===== config.mk =====
export PLATFORM = sky130hd
export DESIGN_NAME = page_select_low_battery_regs
export DESIGN_NICKNAME = d
export VERILOG_FILES = /design/src/transceiver_regs_pkg.sv /design/src/ctrl_links_if.sv /design/src/crc_fifo_clear.sv /design/src/battery_detect.sv /design/src/page_select_low_battery_regs.sv
export SDC_FILE = /design/constraint.sdc
export NUM_CORES = 1
export LEC_CHECK = 0
export BUFFER_PORTS_ARGS = -buffer_cell sky130_fd_sc_hd__buf_4
export CAP_MARGIN = 20
export CORE_MARGIN = 2
export CORE_UTILIZATION = 50
export CTS_CLUSTER_SIZE = 25
export DETAILED_ROUTE_END_ITERATION = 10
export PLACE_DENSITY = 0.88
export SKIP_CTS_REPAIR_TIMING = 1
export SYNTH_ARGS = -nofsm -noshare
export SYNTH_HDL_FRONTEND = slang
export SYNTH_SLANG_ARGS = --single-unit

===== constraint.sdc =====
create_clock -name clock -period 2.7 [get_ports clock]
set_input_delay 0.135 -clock clock [delete_from_list [all_inputs] [get_ports clock]]
set_output_delay 0.135 -clock clock [all_outputs]
set_load 0.005 [all_outputs]

===== src/transceiver_regs_pkg.sv =====
`default_nettype none
package transceiver_regs_pkg;
  // Register indices; byte address is four times the index
  localparam logic [5:0] LOW_BATTERY_CONFIG_IDX = 6'h05;
  localparam logic [5:0] LOW_BATTERY_STATUS_MAP_IDX = 6'h06;
  localparam logic [5:0] PAGE_SELECT_CONTROL_IDX = 6'h1f;
  localparam logic [5:0] IRQ_STATUS_IDX = 6'h20;
  localparam logic [5:0] IRQ_MASK_IDX = 6'h21;
  localparam logic [5:0] CRC_CONTROL_IDX = 6'h22;

  // Page codes
  localparam logic [1:0] PAGE_ZERO = 2'h0;
  localparam logic [1:0] PAGE_ONE = 2'h1;

  // Page select field positions
  localparam int PAGE_KEEP_BIT = 7;
  localparam int PAGE_DIR_BIT = 6;
  localparam int PAGE_CODE_LSB = 0;

  // Low battery field positions
  localparam int LB_ON_BIT = 3;
  localparam int LB_ABOVE_BIT = 7;
  localparam int LB_PIN_BIT = 6;

  // Interrupt bit positions
  localparam int IRQ_CRC_FAIL_BIT = 0;
  localparam int IRQ_CRC_PASS_BIT = 1;
  localparam int IRQ_BATT_LOW_BIT = 2;
  localparam int IRQ_WIDTH = 3;

  // CRC control field positions
  localparam int CRC_ENABLE_BIT = 0;
  localparam int CRC_STAT_BIT = 1;

  // Reset values
  localparam logic [7:0] PAGE_SELECT_CONTROL_RESET = 8'h00;
  localparam logic [7:0] LOW_BATTERY_CONFIG_RESET = 8'hb1;
  localparam logic [7:0] LOW_BATTERY_STATUS_MAP_RESET = 8'h96;
  localparam logic [2:0] IRQ_MASK_RESET = 3'h0;
endpackage
`default_nettype wire


===== src/ctrl_links_if.sv =====
`timescale 1ns/10ps
`default_nettype none
// Low battery detector controls and results
interface lowbat_link;
  logic battery_detect_on;
  logic [2:0] battery_threshold_code;
  logic battery_result_to_pin;
  logic battery_above_threshold;
  logic low_event;
  logic pin_level;
  logic pin_oe;
  modport regs (output battery_detect_on, output battery_threshold_code,
    output battery_result_to_pin, input battery_above_threshold, input low_event,
    input pin_level, input pin_oe);
  modport det (input battery_detect_on, input battery_threshold_code,
    input battery_result_to_pin, output battery_above_threshold, output low_event,
    output pin_level, output pin_oe);
endinterface // lowbat_link

// Receive CRC outcome and FIFO clear
interface crc_link;
  logic receiving;
  logic check_done;
  logic check_ok;
  logic crc_enable;
  logic crc_fail_fifo_keep;
  logic fifo_clear;
  logic fail_event;
  logic pass_event;
  modport regs (output receiving, output check_done, output check_ok,
    output crc_enable, output crc_fail_fifo_keep, input fifo_clear,
    input fail_event, input pass_event);
  modport ctl (input receiving, input check_done, input check_ok,
    input crc_enable, input crc_fail_fifo_keep, output fifo_clear,
    output fail_event, output pass_event);
endinterface // crc_link
`default_nettype wire


===== src/crc_fifo_clear.sv =====
`timescale 1ns/10ps
`default_nettype none
module crc_fifo_clear (
  input wire logic clock,
  input wire logic rst_b,
  crc_link.ctl link
);
  logic fifo_clear;
  logic fail_event;
  logic pass_event;
  logic next_fifo_clear;
  logic next_fail_event;
  logic next_pass_event;

  // Outcome only counts while CRC processing is on; FIFO clear also needs a frame being received
  always_comb begin
    next_pass_event = link.check_done && link.crc_enable && link.check_ok;
    next_fail_event = link.check_done && link.crc_enable && !link.check_ok;
    next_fifo_clear = next_fail_event && link.receiving && !link.crc_fail_fifo_keep;
  end

  always_ff @(posedge clock or negedge rst_b) begin
    if (!rst_b) begin
      fifo_clear <= 1'b0;
      fail_event <= 1'b0;
      pass_event <= 1'b0;
    end else begin
      fifo_clear <= next_fifo_clear;
      fail_event <= next_fail_event;
      pass_event <= next_pass_event;
    end
  end

  assign link.fifo_clear = fifo_clear;
  assign link.fail_event = fail_event;
  assign link.pass_event = pass_event;
endmodule // crc_fifo_clear
`default_nettype wire


===== src/battery_detect.sv =====
`timescale 1ns/10ps
`default_nettype none
module battery_detect (
  input wire logic clock,
  input wire logic rst_b,
  input wire logic compare_raw,
  lowbat_link.det link
);
  logic sync_first;
  logic sync_second;
  logic above;
  logic low_event;
  logic pin_level;
  logic pin_oe;
  logic next_above;
  logic next_low_event;
  logic next_pin_level;
  logic next_pin_oe;

  // Comparator is analog and asynchronous: two flops before use
  always_ff @(posedge clock or negedge rst_b) begin
    if (!rst_b) begin
      sync_first <= 1'b0;
      sync_second <= 1'b0;
    end else begin
      sync_first <= compare_raw;
      sync_second <= sync_first;
    end
  end

  // Off detector reports below; low event on a falling result while on
  always_comb begin
    next_above = link.battery_detect_on && sync_second;
    next_low_event = link.battery_detect_on && above && !sync_second;
    next_pin_oe = link.battery_result_to_pin;
    next_pin_level = link.battery_result_to_pin && link.battery_detect_on && !sync_second;
  end

  always_ff @(posedge clock or negedge rst_b) begin
    if (!rst_b) begin
      above <= 1'b0;
      low_event <= 1'b0;
      pin_level <= 1'b0;
      pin_oe <= 1'b0;
    end else begin
      above <= next_above;
      low_event <= next_low_event;
      pin_level <= next_pin_level;
      pin_oe <= next_pin_oe;
    end
  end

  assign link.battery_above_threshold = above;
  assign link.low_event = low_event;
  assign link.pin_level = pin_level;
  assign link.pin_oe = pin_oe;
endmodule // battery_detect
`default_nettype wire


===== src/page_select_low_battery_regs.sv =====
// Notes on behaviour
// - Failing CRC on receive clears the FIFO unless the keep bit is set.
// - In standby, direction bit picks FIFO write (0) or read (1).
// - Page code 00 selects page zero, 01 page one; others unused.
// - Page select register decodes at the same address in every page.
// - Low battery registers sit at 0x05 and 0x06 of page one only.
// - Detector enable bit switches battery detection on and off.
// - Three threshold bits pick one of eight rising thresholds.
// - Status bit 7 is read-only: 1 above threshold, 0 below.
// - Mapping bit routes the detection result to the output pin.
// - CRC outcome counts only when enabled; pass flag clears by writing one.
//
// Decided for this implementation: the APB slave port.
`timescale 1ns/10ps
`default_nettype none
module page_select_low_battery_regs (
  input wire logic clock,
  input wire logic rst_b,
  input wire logic psel,
  input wire logic penable,
  input wire logic pwrite,
  input wire logic [7:0] paddr,
  input wire logic [31:0] pwdata,
  output logic [31:0] prdata,
  output logic pready,
  output logic pslverr,
  input wire logic standby,
  input wire logic receiving,
  input wire logic crc_check_done,
  input wire logic crc_check_ok,
  output logic rx_fifo_clear,
  output logic fifo_direction_select,
  output logic fifo_read_access,
  input wire logic battery_compare_raw,
  output logic battery_detect_on,
  output logic [2:0] battery_threshold_code,
  output logic battery_pin_out,
  output logic battery_pin_oe,
  output logic irq
);
  lowbat_link lb ();
  crc_link cl ();

  logic [7:0] page_ctrl;
  logic [7:0] lb_config;
  logic [6:0] lb_map;
  logic [2:0] irq_status;
  logic [2:0] irq_mask;
  logic crc_enable;
  logic crc_stat;
  logic [31:0] read_data;
  logic fifo_read;
  logic [7:0] next_page_ctrl;
  logic [7:0] next_lb_config;
  logic [6:0] next_lb_map;
  logic [2:0] next_irq_status;
  logic [2:0] next_irq_mask;
  logic next_crc_enable;
  logic next_crc_stat;
  logic [31:0] next_read_data;
  logic next_fifo_read;
  logic [5:0] index;
  logic aligned;
  logic setup_phase;
  logic write_strobe;
  logic page_one;
  logic hit_page;
  logic hit_config;
  logic hit_map;
  logic hit_status;
  logic hit_mask;
  logic hit_crc;
  logic [2:0] irq_events;

  // Sticky flag: a set in the clearing cycle wins
  function automatic logic sticky(input logic cur, input logic set, input logic clr);
    sticky = set | (cur & ~clr);
  endfunction

  crc_fifo_clear u_crc (
    .clock(clock),
    .rst_b(rst_b),
    .link(cl.ctl)
  );

  battery_detect u_batt (
    .clock(clock),
    .rst_b(rst_b),
    .compare_raw(battery_compare_raw),
    .link(lb.det)
  );

  // Address decode; page select and own registers answer in every page
  always_comb begin
    index = paddr[7:2];
    aligned = (paddr[1:0] == 2'h0);
    page_one = (page_ctrl[1:0] == transceiver_regs_pkg::PAGE_ONE);
    hit_page = aligned && (index == transceiver_regs_pkg::PAGE_SELECT_CONTROL_IDX);
    hit_config = aligned && page_one &&
      (index == transceiver_regs_pkg::LOW_BATTERY_CONFIG_IDX);
    hit_map = aligned && page_one &&
      (index == transceiver_regs_pkg::LOW_BATTERY_STATUS_MAP_IDX);
    hit_status = aligned && (index == transceiver_regs_pkg::IRQ_STATUS_IDX);
    hit_mask = aligned && (index == transceiver_regs_pkg::IRQ_MASK_IDX);
    hit_crc = aligned && (index == transceiver_regs_pkg::CRC_CONTROL_IDX);
    setup_phase = psel && !penable;
    write_strobe = psel && penable && pwrite;
  end

  // Events that feed the sticky interrupt status
  always_comb begin
    irq_events = 3'h0;
    irq_events[transceiver_regs_pkg::IRQ_CRC_FAIL_BIT] = cl.fail_event;
    irq_events[transceiver_regs_pkg::IRQ_CRC_PASS_BIT] = cl.pass_event;
    irq_events[transceiver_regs_pkg::IRQ_BATT_LOW_BIT] = lb.low_event;
  end

  // Register next values; host writes land in the access cycle
  always_comb begin
    next_page_ctrl = page_ctrl;
    next_lb_config = lb_config;
    next_lb_map = lb_map;
    next_irq_mask = irq_mask;
    next_crc_enable = crc_enable;
    next_irq_status = irq_status;
    next_crc_stat = crc_stat;
    if (write_strobe && hit_page) begin
      // Unused bits 5..2 stay zero
      next_page_ctrl = {pwdata[7:6], 4'h0, pwdata[1:0]};
    end
    if (write_strobe && hit_config) begin
      // Reserved nibble stored as written; keeping it is up to the host
      next_lb_config = pwdata[7:0];
    end
    if (write_strobe && hit_map) begin
      // Bit 7 is a live readout and ignores writes
      next_lb_map = pwdata[6:0];
    end
    if (write_strobe && hit_mask) begin
      next_irq_mask = pwdata[2:0];
    end
    if (write_strobe && hit_crc) begin
      next_crc_enable = pwdata[transceiver_regs_pkg::CRC_ENABLE_BIT];
    end
    for (int i = 0; i < transceiver_regs_pkg::IRQ_WIDTH; i++) begin
      next_irq_status[i] = sticky(irq_status[i], irq_events[i],
        write_strobe && hit_status && pwdata[i]);
    end
    next_crc_stat = sticky(crc_stat, cl.pass_event,
      write_strobe && hit_crc && pwdata[transceiver_regs_pkg::CRC_STAT_BIT]);
  end

  // Read data is captured in the setup cycle so it stands through access
  always_comb begin
    next_read_data = prdata;
    if (setup_phase) begin
      next_read_data = 32'h0;
      if (hit_page) begin
        next_read_data[7:0] = page_ctrl;
      end else if (hit_config) begin
        next_read_data[7:0] = lb_config;
      end else if (hit_map) begin
        next_read_data[7:0] = {lb.battery_above_threshold, lb_map};
      end else if (hit_status) begin
        next_read_data[2:0] = irq_status;
      end else if (hit_mask) begin
        next_read_data[2:0] = irq_mask;
      end else if (hit_crc) begin
        next_read_data[transceiver_regs_pkg::CRC_ENABLE_BIT] = crc_enable;
        next_read_data[transceiver_regs_pkg::CRC_STAT_BIT] = crc_stat;
      end
    end
  end

  // Host FIFO direction only applies in standby
  always_comb begin
    next_fifo_read = standby && page_ctrl[transceiver_regs_pkg::PAGE_DIR_BIT];
  end

  always_ff @(posedge clock or negedge rst_b) begin
    if (!rst_b) begin
      page_ctrl <= transceiver_regs_pkg::PAGE_SELECT_CONTROL_RESET;
      lb_config <= transceiver_regs_pkg::LOW_BATTERY_CONFIG_RESET;
      lb_map <= transceiver_regs_pkg::LOW_BATTERY_STATUS_MAP_RESET[6:0];
      irq_status <= 3'h0;
      irq_mask <= transceiver_regs_pkg::IRQ_MASK_RESET;
      crc_enable <= 1'b0;
      crc_stat <= 1'b0;
      prdata <= 32'h0;
      fifo_read <= 1'b0;
    end else begin
      page_ctrl <= next_page_ctrl;
      lb_config <= next_lb_config;
      lb_map <= next_lb_map;
      irq_status <= next_irq_status;
      irq_mask <= next_irq_mask;
      crc_enable <= next_crc_enable;
      crc_stat <= next_crc_stat;
      prdata <= next_read_data;
      fifo_read <= next_fifo_read;
    end
  end

  // Controls out to the sub-blocks
  assign lb.battery_detect_on = lb_config[transceiver_regs_pkg::LB_ON_BIT];
  assign lb.battery_threshold_code = lb_config[2:0];
  assign lb.battery_result_to_pin = lb_map[transceiver_regs_pkg::LB_PIN_BIT];
  assign cl.receiving = receiving;
  assign cl.check_done = crc_check_done;
  assign cl.check_ok = crc_check_ok;
  assign cl.crc_enable = crc_enable;
  assign cl.crc_fail_fifo_keep = page_ctrl[transceiver_regs_pkg::PAGE_KEEP_BIT];

  // Zero-wait slave; unmapped reads give zero, no error
  assign pready = 1'b1;
  assign pslverr = 1'b0;
  assign rx_fifo_clear = cl.fifo_clear;
  assign fifo_direction_select = page_ctrl[transceiver_regs_pkg::PAGE_DIR_BIT];
  assign fifo_read_access = fifo_read;
  assign battery_detect_on = lb_config[transceiver_regs_pkg::LB_ON_BIT];
  assign battery_threshold_code = lb_config[2:0];
  assign battery_pin_out = lb.pin_level;
  assign battery_pin_oe = lb.pin_oe;
  assign irq = |(irq_status & irq_mask);
endmodule // page_select_low_battery_regs
`default_nettype wire


==> results of run 1 <==
-- cell families (layout without fill, tap and decap cells) --
group	count (synthesis)	in the layout
AO/OA/AOI/OAI	28	28
flip-flops	45	45
buffers and inverters	42	61
AND/OR/NAND/NOR	47	47
other	2	26
multiplexers	26	26
-- layer usage --
metal	global-route usage, %	up-vias	part of all wire, %
li1	-	711	-
met1	23.28	744	42
met2	29.98	69	48
met3	5.628	8	7.5
met4	6.838	0	1.8
met5	0	-	0
-- synthesized netlist by cell type, types with 3 or more instances --
cell,number,share of area (%)
sky130_fd_sc_hd__a21o_1,5,1.7
sky130_fd_sc_hd__a222oi_1,4,1.8
sky130_fd_sc_hd__nand2_1,9,1.5
sky130_fd_sc_hd__o31ai_1,3,1.0
sky130_fd_sc_hd__mux2i_1,3,1.4
sky130_fd_sc_hd__inv_1,6,1.0
sky130_fd_sc_hd__clkbuf_1,5,0.85
sky130_fd_sc_hd__mux2_2,23,12
sky130_fd_sc_hd__nand2b_1,4,1.1
sky130_fd_sc_hd__nor2_1,9,1.5
sky130_fd_sc_hd__nor4_1,3,0.85
sky130_fd_sc_hd__dfrtp_1,38,43
sky130_fd_sc_hd__dfstp_2,7,8.3
sky130_fd_sc_hd__buf_4,29,9.8
-- state kept, by name (all words and copies together) (netlist names) --
| signal | flops |
|---|---|
| cl.crc_enable | 1 |
| fifo_read_access | 1 |
| u_batt.sync_first | 1 |
| u_batt.sync_second | 1 |
| u_batt.link.low_event | 1 |
| u_crc.link.fifo_clear | 1 |
| u_batt.link.pin_level | 1 |
| lb_config | 8 |
| crc_stat | 1 |
| irq_mask | 3 |
| lb_map | 7 |
| irq_status | 3 |
| u_crc.link.fail_event | 1 |
| page_ctrl | 4 |
| u_batt.link.battery_above_threshold | 1 |
| u_crc.link.pass_event | 1 |
| u_batt.link.pin_oe | 1 |
| prdata | 8 |
-- final cells by class --
| class | count | area share, % |
|---|---|---|
| multi-input combinational | 127 | 34.94 |
| tap | 52 | 2.530 |
| inverter | 6 | 0.8759 |
| sequential | 45 | 44.14 |
| timing repair buffer | 47 | 14.01 |
| clock buffer | 8 | 3.504 |
-- metrics by stage --
step           util [%]  instances
2_1_floorplan         -        214
3_3_place_gp      57.08        274
3_5_place_dp      57.08        274
4_1_cts           59.18        282
5_1_grt           59.88        285
6_report          59.88        285
-- power breakdown --
| group | internal (uW) | leakage (uW) | switching (uW) |
|---|---|---|---|
| clock | 209 | 0.0000455 | 216 |
| combinational | 39.6 | 0.000676 | 53.5 |
| sequential | 682 | 0.000597 | 5.60 |
-- cells in the final DEF, fill, tap and decap left out, types with 3 or more instances in the layout --
cell type / synthesis / layout
sky130_fd_sc_hd__buf_4: 29 / 44
sky130_fd_sc_hd__nor4_1: 3 / 3
sky130_fd_sc_hd__mux2i_1: 3 / 3
sky130_fd_sc_hd__dfrtp_1: 38 / 38
sky130_fd_sc_hd__nand2_1: 9 / 9
sky130_fd_sc_hd__a21o_1: 5 / 5
sky130_fd_sc_hd__mux2_2: 23 / 23
sky130_fd_sc_hd__inv_1: 6 / 6
sky130_fd_sc_hd__dfstp_2: 7 / 7
sky130_fd_sc_hd__o31ai_1: 3 / 3
sky130_fd_sc_hd__nand2b_1: 4 / 4
sky130_fd_sc_hd__conb_1: 2 / 26
sky130_fd_sc_hd__clkbuf_8: 0 / 6
sky130_fd_sc_hd__a222oi_1: 4 / 4
sky130_fd_sc_hd__dlygate4sd3_1: 0 / 3
sky130_fd_sc_hd__nor2_1: 9 / 9
-- worst max-delay path: stages, from the launching register on --
cell	delay (ps)
sky130_fd_sc_hd__dfrtp_1	420
sky130_fd_sc_hd__or4b_1	750
sky130_fd_sc_hd__nor3_4	500
sky130_fd_sc_hd__mux2_2	400
-- final timing paths --
path / end / depth (start not counted)
max: lb_config[2] / 3
min: fifo_read_access / 2
max reg2reg: lb_config[2] / 3
min reg2reg: u_batt.sync_second / 0
max in group asynchronous: lb_config[7] / 2
min in group asynchronous: lb_map[5] / 2
==> results.json, run 1 <==
{
  "yosys_warnings": 0,
  "run_status": "completed",
  "synth_compound_area_share_pct": 10.18,
  "hold_ws_ps": 51.89,
  "starting_density_of_the_core_pct": 51.52,
  "grt_antenna_before_repair": 0,
  "numPortBuffers": 43,
  "dieWidth_um": 70.52,
  "finalPower_uw": 1206,
  "grt_setup_unrepaired": "no",
  "drt_first_pass_iters": 4,
  "grt_pass1_wl_mm": 6.969,
  "die_area_um2": 4972,
  "global_route.usage.total_pct": 18.44,
  "drc_errors": 0,
  "clk_latency_ps": 300,
  "drive_gt1_share_pct": 35.62,
  "critical_path.max_fanout": 12,
  "power.density_nw_per_um2": 469.0,
  "required_ps": 2880,
  "slew_headroom_pct": 58.82,
  "layout.nets": 282,
  "post-route-period-util_pct": 80.86,
  "dp_slack_ps": 525.3,
  "num_rows": 24,
  "numCtsBuffers": 5,
  "finalWirelength_mm": 4.320,
  "path_clk_slew_ps": 80,
  "antenna-diode-count": 0,
  "number_of_antenna_violating_nets_in_the_routed_design": 0,
  "synth_area_in_adders_pct": 0,
  "gp_routability_congestion": 0.8574,
  "fp.dieH_um": 70.52,
  "holdCritPathClass": "in -> reg",
  "h_tree_lvl_count": 2,
  "synth-simple-area-share_pct": 12.95,
  "fillCellCount": 375,
  "endpoint_kind": "register",
  "synth-main-ff-cell": "sky130_fd_sc_hd__dfrtp_1",
  "period_minus_slack_ps": 2183,
  "synth_enable_flop_cells": 0,
  "first_global_vias": 1401,
  "cts_num_sinks": 45,
  "boundaryPins": 94,
  "static-leakage-power_uw": 0.001319,
  "drv_slew": 0,
  "drt-wirelength-per-cell_um": 15.16,
  "post_synth_inst_count": 190,
  "seq_area_frac_synth_pct": 51.30,
  "maximum_number_of_pins_on_one_net_before_global_route_repair": 46,
  "mux_contribution_to_synthesized_area_pct": 13.07,
  "final-seq-area_um2": 1135,
  "ys_ff_latch": 45,
  "synthToLayoutAreaGrowth_pct": 16.23,
  "tritoncts_clock_tree": "built",
  "post_dp_cell_area_um2": 2451,
  "timing.rr.start": "page_ctrl[1]",
  "fmax_mhz": 458.0,
  "timing.critical_path.arrival_ps": 2360,
  "ir_worst_vdd_mv": 0.4048,
  "multi_input_comb_area_um2": 898.4,
  "hold_start": "standby",
  "buffer_levels_on_the_longest_clock_path": 2,
  "async_flop_share_pct": 100.0,
  "via_count": 1532,
  "yosys.area_share.xor_xnor_pct": 0,
  "clock_tree_root_buffer_cell": "sky130_fd_sc_hd__clkbuf_8",
  "drt_iter0_drc": 126,
  "timing.setup.tns_ps": 0,
  "setup.worst_path.class": "reg -> reg",
  "final_design_area_no_fill_um2": 2571,
  "routed_via_density": 5.375,
  "worst-slew-pin-transition_ps": 609.1,
  "timing.final.hold_violations": 0,
  "core_area_um2": 4294,
  "globalRouteOverflowTotal": 0,
  "synth_area_um2": 2212,
  "mean_post_synth_cell_area_um2": 11.64,
  "r2r_slack_ps": 520,
  "setup_ws_ps": 516.8,
  "worstSetupStartpoint": "page_ctrl[1]",
  "netlist-cell-type-count": 38,
  "max_cap_viol_count": 0,
  "setup_viol_count_final": 0,
  "combinational_family_with_the_most_area_after_synthesis": "multiplexers",
  "clock-skew-final_ps": 10.89,
  "dp_hpwl_mm": 3.130,
  "critPathLaunchType": "register"
}
Note: power is estimated with default switching activity, not from simulation.
==> inputs of run 2 (changes only) <==
Settings changed: CORE_UTILIZATION 50 to 43, PLACE_DENSITY 0.88 to 0.81.
Clock period 2.7 ns to 1.9 ns, I/O delays scaled along.
==> run 2 against run 1 <==
Compared with the run above: power grew 53%; clock-buffer cell count shrank 1; non-clock buffer count grew 15; die area grew 15%; critical endpoint is now lb_config[6]; clock power grew 73%; global-route usage shrank 1.2 points; combinational power grew 45%; largest cell class unchanged; worst hold slack lost 29 ps; sequential share of layout area shrank 2.7 points.
==> results.json, run 2 (synthesis gave the netlist of run 1 again) <==
{
  "r2r_slack_ps": 110,
  "cts_num_sinks": 45,
  "layout.nets": 297,
  "drt-wirelength-per-cell_um": 14.23,
  "static-leakage-power_uw": 0.001412,
  "drv_slew": 0,
  "number_of_antenna_violating_nets_in_the_routed_design": 0,
  "numPortBuffers": 43,
  "holdPathEnd": "fifo_read_access",
  "numCtsBuffers": 5,
  "starting_density_of_the_core_pct": 43.87,
  "antenna-diode-count": 0,
  "hold_start": "standby",
  "required_ps": 2080,
  "final_design_area_no_fill_um2": 2736,
  "first_global_vias": 1567,
  "period_minus_slack_ps": 1785,
  "grt_pass1_wl_mm": 7.403,
  "setup.worst_path.class": "reg -> reg",
  "h_tree_lvl_count": 2,
  "fillCellCount": 430,
  "power.density_nw_per_um2": 675.5,
  "buffer_levels_on_the_longest_clock_path": 2,
  "drc_errors": 0,
  "grt_antenna_before_repair": 0,
  "global_route.usage.total_pct": 17.21,
  "drive_gt1_share_pct": 40.32,
  "fmax_mhz": 560.1,
  "commonest_non_fill_non_tap_cells_in_the_layout": "59 x sky130_fd_sc_hd__buf_4, 38 x sky130_fd_sc_hd__dfrtp_1, 26 x sky130_fd_sc_hd__conb_1",
  "die_area_um2": 5734,
  "timing.reg2reg.worst_path_depth": 4,
  "synthToLayoutAreaGrowth_pct": 23.70,
  "dieWidth_um": 75.73,
  "drt_iter0_drc": 93,
  "finalWirelength_mm": 4.526,
  "hold_depth": 2,
  "hold_ws_ps": 22.69,
  "clock-skew-final_ps": 7.587,
  "most_common_cell_after_layout_fill_and_taps_aside": "sky130_fd_sc_hd__buf_4",
  "grt_setup_unrepaired": "no",
  "drt_first_pass_iters": 4,
  "globalRouteOverflowTotal": 0,
  "tritoncts_clock_tree": "built",
  "critPathLaunchType": "register",
  "boundaryPins": 94,
  "endpoint_kind": "register",
  "postLayoutCoreUtil_pct": 54.27,
  "num_rows": 26,
  "maximum_number_of_pins_on_one_net_before_global_route_repair": 46,
  "max_cap_viol_count": 0,
  "setup_viol_count_final": 0,
  "clk_latency_ps": 300,
  "gp_routability_congestion": 0.7888,
  "post-route-period-util_pct": 93.97,
  "place_inst": 307,
  "via_count": 1599,
  "timing.final.hold_violations": 0,
  "stdcell_count": 318,
  "fp.dieH_um": 75.73,
  "timing.rr.end": "lb_config[6]",
  "critical_path.max_fanout": 7,
  "reg.largest.list": "lb_config (8), prdata (8), lb_map (7)",
  "path_clk_slew_ps": 80,
  "dp_hpwl_mm": 3.385,
  "run_status": "completed",
  "clock_tree_root_buffer_cell": "sky130_fd_sc_hd__clkbuf_8",
  "timing.rr.start": "page_ctrl[1]",
  "post_dp_cell_area_um2": 2586,
  "timing.critical_path.arrival_ps": 1970,
  "core_area_um2": 5042,
  "timing.setup.tns_ps": 0,
  "slew_headroom_pct": 63.58,
  "ir_worst_vdd_mv": 0.5823,
  "routed_via_density": 5.028,
  "holdCritPathClass": "in -> reg",
  "worst-slew-pin-transition_ps": 546.3
}
[run 2: per-layer routing]
metal  share of wire [%]  wire length [um]  track usage, %
met5                   0                 0               0
met4                 2.2                99           6.238
met2                  50              2267           27.15
met1                  41              1853           23.34
met3                 6.8               306           3.968
[run 2: area by class of cell]
type	count	area [um^2]	area share, %
Multi-Input combinational cell	127	902.1	32.97
Clock inverter	1	30.03	1.097
Clock buffer	7	86.33	3.155
Sequential cell	45	1135	41.47
Inverter	6	22.52	0.8230
Timing Repair Buffer	62	473.0	17.28
Tap cell	70	87.58	3.201
[run 2: through the flow]
| stage | total power, uW | worst slack, ps |
|---|---|---|
| after detailed placement | 1125 | 2.085 |
| after global placement | 1122 | 18.81 |
| after CTS | 1859 | -25.48 |
| final | 1848 | 114.6 |
| after floorplan | 1085 | 49.40 |
| after global routing | 1931 | 53.22 |
[run 2: worst max path at each step]
| stage | to | slack (ps) | from |
|---|---|---|---|
| 2_1_floorplan | lb_map[0] | 50 | page_ctrl[1] |
| 3_3_place_gp | lb_config[6] | 20 | page_ctrl[1] |
| 3_5_place_dp | lb_config[6] | 2 | page_ctrl[1] |
| 4_1_cts | lb_config[6] | -30 | page_ctrl[1] |
| 5_1_grt | lb_config[6] | 50 | page_ctrl[1] |
| 6_report | lb_config[6] | 110 | page_ctrl[1] |
[run 2: worst max-delay path: stages (launching register included)]
cell                      delay (ps)
sky130_fd_sc_hd__dfrtp_1         390
sky130_fd_sc_hd__or4b_4          560
sky130_fd_sc_hd__nor3_4          220
sky130_fd_sc_hd__buf_4           170
sky130_fd_sc_hd__mux2_2          330
[run 2: power by group]
part	leakage [uW]	switching, uW	total, uW	internal (uW)
clock network	0.0000585	308	737	429
registers	0.000597	7.27	976	969
logic	0.000756	77.2	135	58.1
==> inputs of run 3 (changes only) <==
Settings changed: SYNTH_HIERARCHICAL from default to 1.
==> run 3 against run 2 <==
Compared with the run above: synthesized cell count is 0.53% higher; register-to-register slack hardly changed; area after synthesis is 2.8% higher; non-clock buffer count is 5 lower; power is 7.3% lower; die area is 2.6% higher; first-iteration DRC count is 45% lower; fmax is 0.18% lower; clock skew is 2.0 ps higher; cell area is 0.37% higher; clock power is 23% lower; sequential power is 0.6% higher.
==> results.json, run 3 <==
{
  "drv_slew": 0,
  "netlist_top_cells_area": "sky130_fd_sc_hd__dfrtp_1 42%, sky130_fd_sc_hd__buf_4 9.9%, sky130_fd_sc_hd__dfstp_2 8.1%",
  "grt_pass1_wl_mm": 8.211,
  "starting_density_of_the_core_pct": 44.51,
  "use_met2_pct": 29.12,
  "finalWirelength_mm": 4.809,
  "tritoncts_clock_tree": "built",
  "num_rows": 26,
  "timing.rr.end": "lb_config[3]",
  "async_flop_share_pct": 100.0,
  "commonest_non_fill_non_tap_cells_in_the_layout": "53 x sky130_fd_sc_hd__buf_4, 38 x sky130_fd_sc_hd__dfrtp_1, 26 x sky130_fd_sc_hd__conb_1",
  "r2r_slack_ps": 110,
  "core_area_um2": 5107,
  "routed_via_density": 5.139,
  "power.density_nw_per_um2": 623.7,
  "numPortBuffers": 43,
  "synth_top_cells_by_count": "38 x sky130_fd_sc_hd__dfrtp_1, 30 x sky130_fd_sc_hd__buf_4, 15 x sky130_fd_sc_hd__mux2_2, 14 x sky130_fd_sc_hd__nand2_1, 8 x sky130_fd_sc_hd__mux2_1",
  "hold_start": "pwdata[5]",
  "gp_routability_congestion": 0.8715,
  "ys_ff_latch": 45,
  "yosysMostFrequentCell": "sky130_fd_sc_hd__dfrtp_1",
  "global_route.usage.total_pct": 17.67,
  "holdPathEnd": "lb_config[5]",
  "static-leakage-power_uw": 0.001371,
  "timing.critical_path.arrival_ps": 1960,
  "gr-usage-met3_pct": 2.941,
  "dieWidth_um": 76.71,
  "h_tree_lvl_count": 2,
  "fp.dieH_um": 76.71,
  "hold_depth": 2,
  "first_global_vias": 1642,
  "drive_gt1_share_pct": 38.46,
  "drt_iter0_drc": 51,
  "run_status": "completed",
  "drc_errors": 0,
  "drt-wirelength-per-cell_um": 15.17,
  "synthToLayoutAreaGrowth_pct": 20.80,
  "post_synth_inst_count": 191,
  "place_inst": 306,
  "required_ps": 2070,
  "synth_area_um2": 2273,
  "layout.nets": 296,
  "timing.setup.tns_ps": 0,
  "synth_enable_flop_cells": 0,
  "holdCritPathClass": "in -> reg",
  "critical_path.max_fanout": 5,
  "stdcell_count": 317,
  "synth-main-ff-cell": "sky130_fd_sc_hd__dfrtp_1",
  "post-route-period-util_pct": 94.14,
  "maximum_number_of_pins_on_one_net_before_global_route_repair": 46,
  "timing.reg2reg.worst_path_depth": 5,
  "clock-skew-final_ps": 9.573,
  "cts_num_sinks": 45,
  "boundaryPins": 94,
  "netlist-cell-type-count": 42,
  "yosys.area.top_type_share_pct": 41.83,
  "globalRouteOverflowTotal": 0,
  "numCtsBuffers": 5,
  "ir_worst_vdd_mv": 0.5401,
  "timing.rr.start": "page_ctrl[1]",
  "worstSetupStartpoint": "page_ctrl[1]",
  "setup_viol_count_final": 0,
  "endpoint_kind": "register",
  "grt_setup_unrepaired": "no",
  "critical_path.slowest_cell": "sky130_fd_sc_hd__dfrtp_1",
  "setup.worst_path.class": "reg -> reg",
  "mean_post_synth_cell_area_um2": 11.90,
  "fmax_mhz": 559.1,
  "path_clk_slew_ps": 90,
  "buffer_levels_on_the_longest_clock_path": 2,
  "yosys_warnings": 6,
  "most_common_cell_after_layout_fill_and_taps_aside": "sky130_fd_sc_hd__buf_4",
  "period_minus_slack_ps": 1789,
  "dp_hpwl_mm": 3.644,
  "via_count": 1629,
  "die_area_um2": 5884,
  "synthDominantAreaCellType": "sky130_fd_sc_hd__dfrtp_1",
  "grt_antenna_before_repair": 0,
  "clk_latency_ps": 300,
  "slew_headroom_pct": 63.49,
  "gr-usage-met1_pct": 23.65,
  "worst-slew-pin-transition_ps": 547.6,
  "seq_area_frac_synth_pct": 49.92,
  "max_cap_viol_count": 0,
  "cp_cell_sequence": "nor4b_4, and2_1, and3b_1, buf_4, mux2_1",
  "timing.final.hold_violations": 0,
  "reg.largest.list": "lb_config (8), prdata (8), lb_map (7)",
  "critical-path-max-stage-delay_ps": 440,
  "antenna-diode-count": 0,
  "critPathLaunchType": "register",
  "number_of_antenna_violating_nets_in_the_routed_design": 0,
  "clock_tree_root_buffer_cell": "sky130_fd_sc_hd__clkbuf_8",
  "drt_first_pass_iters": 4,
  "global_route.peak_usage_layer": "met2"
}
-- run 3: changes by cell type after synthesis, moves of 3 or more --
cell / change
sky130_fd_sc_hd__a31oi_1: +3
sky130_fd_sc_hd__mux2_2: -8
sky130_fd_sc_hd__mux2_1: +8
sky130_fd_sc_hd__a222oi_1: -3
sky130_fd_sc_hd__o21ai_0: +5
sky130_fd_sc_hd__nor4b_4: +3
sky130_fd_sc_hd__nor4_1: -3
sky130_fd_sc_hd__a2bb2oi_1: +4
sky130_fd_sc_hd__nand2_1: +5
sky130_fd_sc_hd__nor2_1: -4
sky130_fd_sc_hd__nand2b_1: -3
-- run 3: worst max path at each step --
stage	end	slack, ps
finish	lb_config[3]	110
global route	lb_config[3]	6
CTS	lb_config[3]	110
detailed placement	lb_config[3]	120
global placement	lb_config[1]	140
floorplan	lb_config[1]	180
-- run 3: power by group --
group / internal [uW] / total [uW] / leakage (uW) / switching, uW
Clock: 260 / 570 / 0.0000385 / 309
Combinational: 69.3 / 162 / 0.000738 / 92.3
Sequential: 971 / 982 / 0.000595 / 10.1
Total: 1300 / 1710 / 0.00137 / 412
-- run 3: logic make-up after synthesis --
| kind of cell | count (synthesis) | share of synthesized area [%] |
|---|---|---|
| and+or+nand+nor | 48 | 15.52 |
| DFF | 45 | 49.92 |
| buffers and inverters | 37 | 11.06 |
| AOI/OAI and AO/OA | 34 | 10.90 |
| muxes | 25 | 12.27 |
| other | 2 | 0.3303 |
-- run 3: per-stage QoR --
stage          area (um^2)  hold slack, ps  util [%]  worst slack [ps]  total power (uW)
2_1_floorplan         2364          -200.6         -             180.0              1097
3_3_place_gp          2633           122.0     51.54             136.0              1151
3_5_place_dp          2633           123.5     51.54             119.4              1155
4_1_cts               2716          -197.2     53.18             114.5              1719
5_1_grt               2746           17.33     53.77             5.869              1785
6_report              2746           23.29     53.77             111.3              1713
-- run 3: per-layer routing --
metal,routed length (um),vias up
li1,-,741
met1,2025,786
met2,2395,92
met3,302,10
met4,85,0
met5,0,-
-- run 3: layout make-up --
type | instances | area, um^2
Tap cell | 70 | 87.58
Timing Repair Buffer | 57 | 447.9
Clock inverter | 1 | 7.507
Fill cell | 437 | 2361
Inverter | 4 | 15.01
Clock buffer | 7 | 76.32
Multi-Input combinational cell | 133 | 977.2
Sequential cell | 45 | 1135
-- run 3: worst max-delay path: cells and delay by family (launching register included) --
family        cells  cell delay, ps
buf+inv           1             150
mux               1             320
simple gates      3             770
flops             1             440
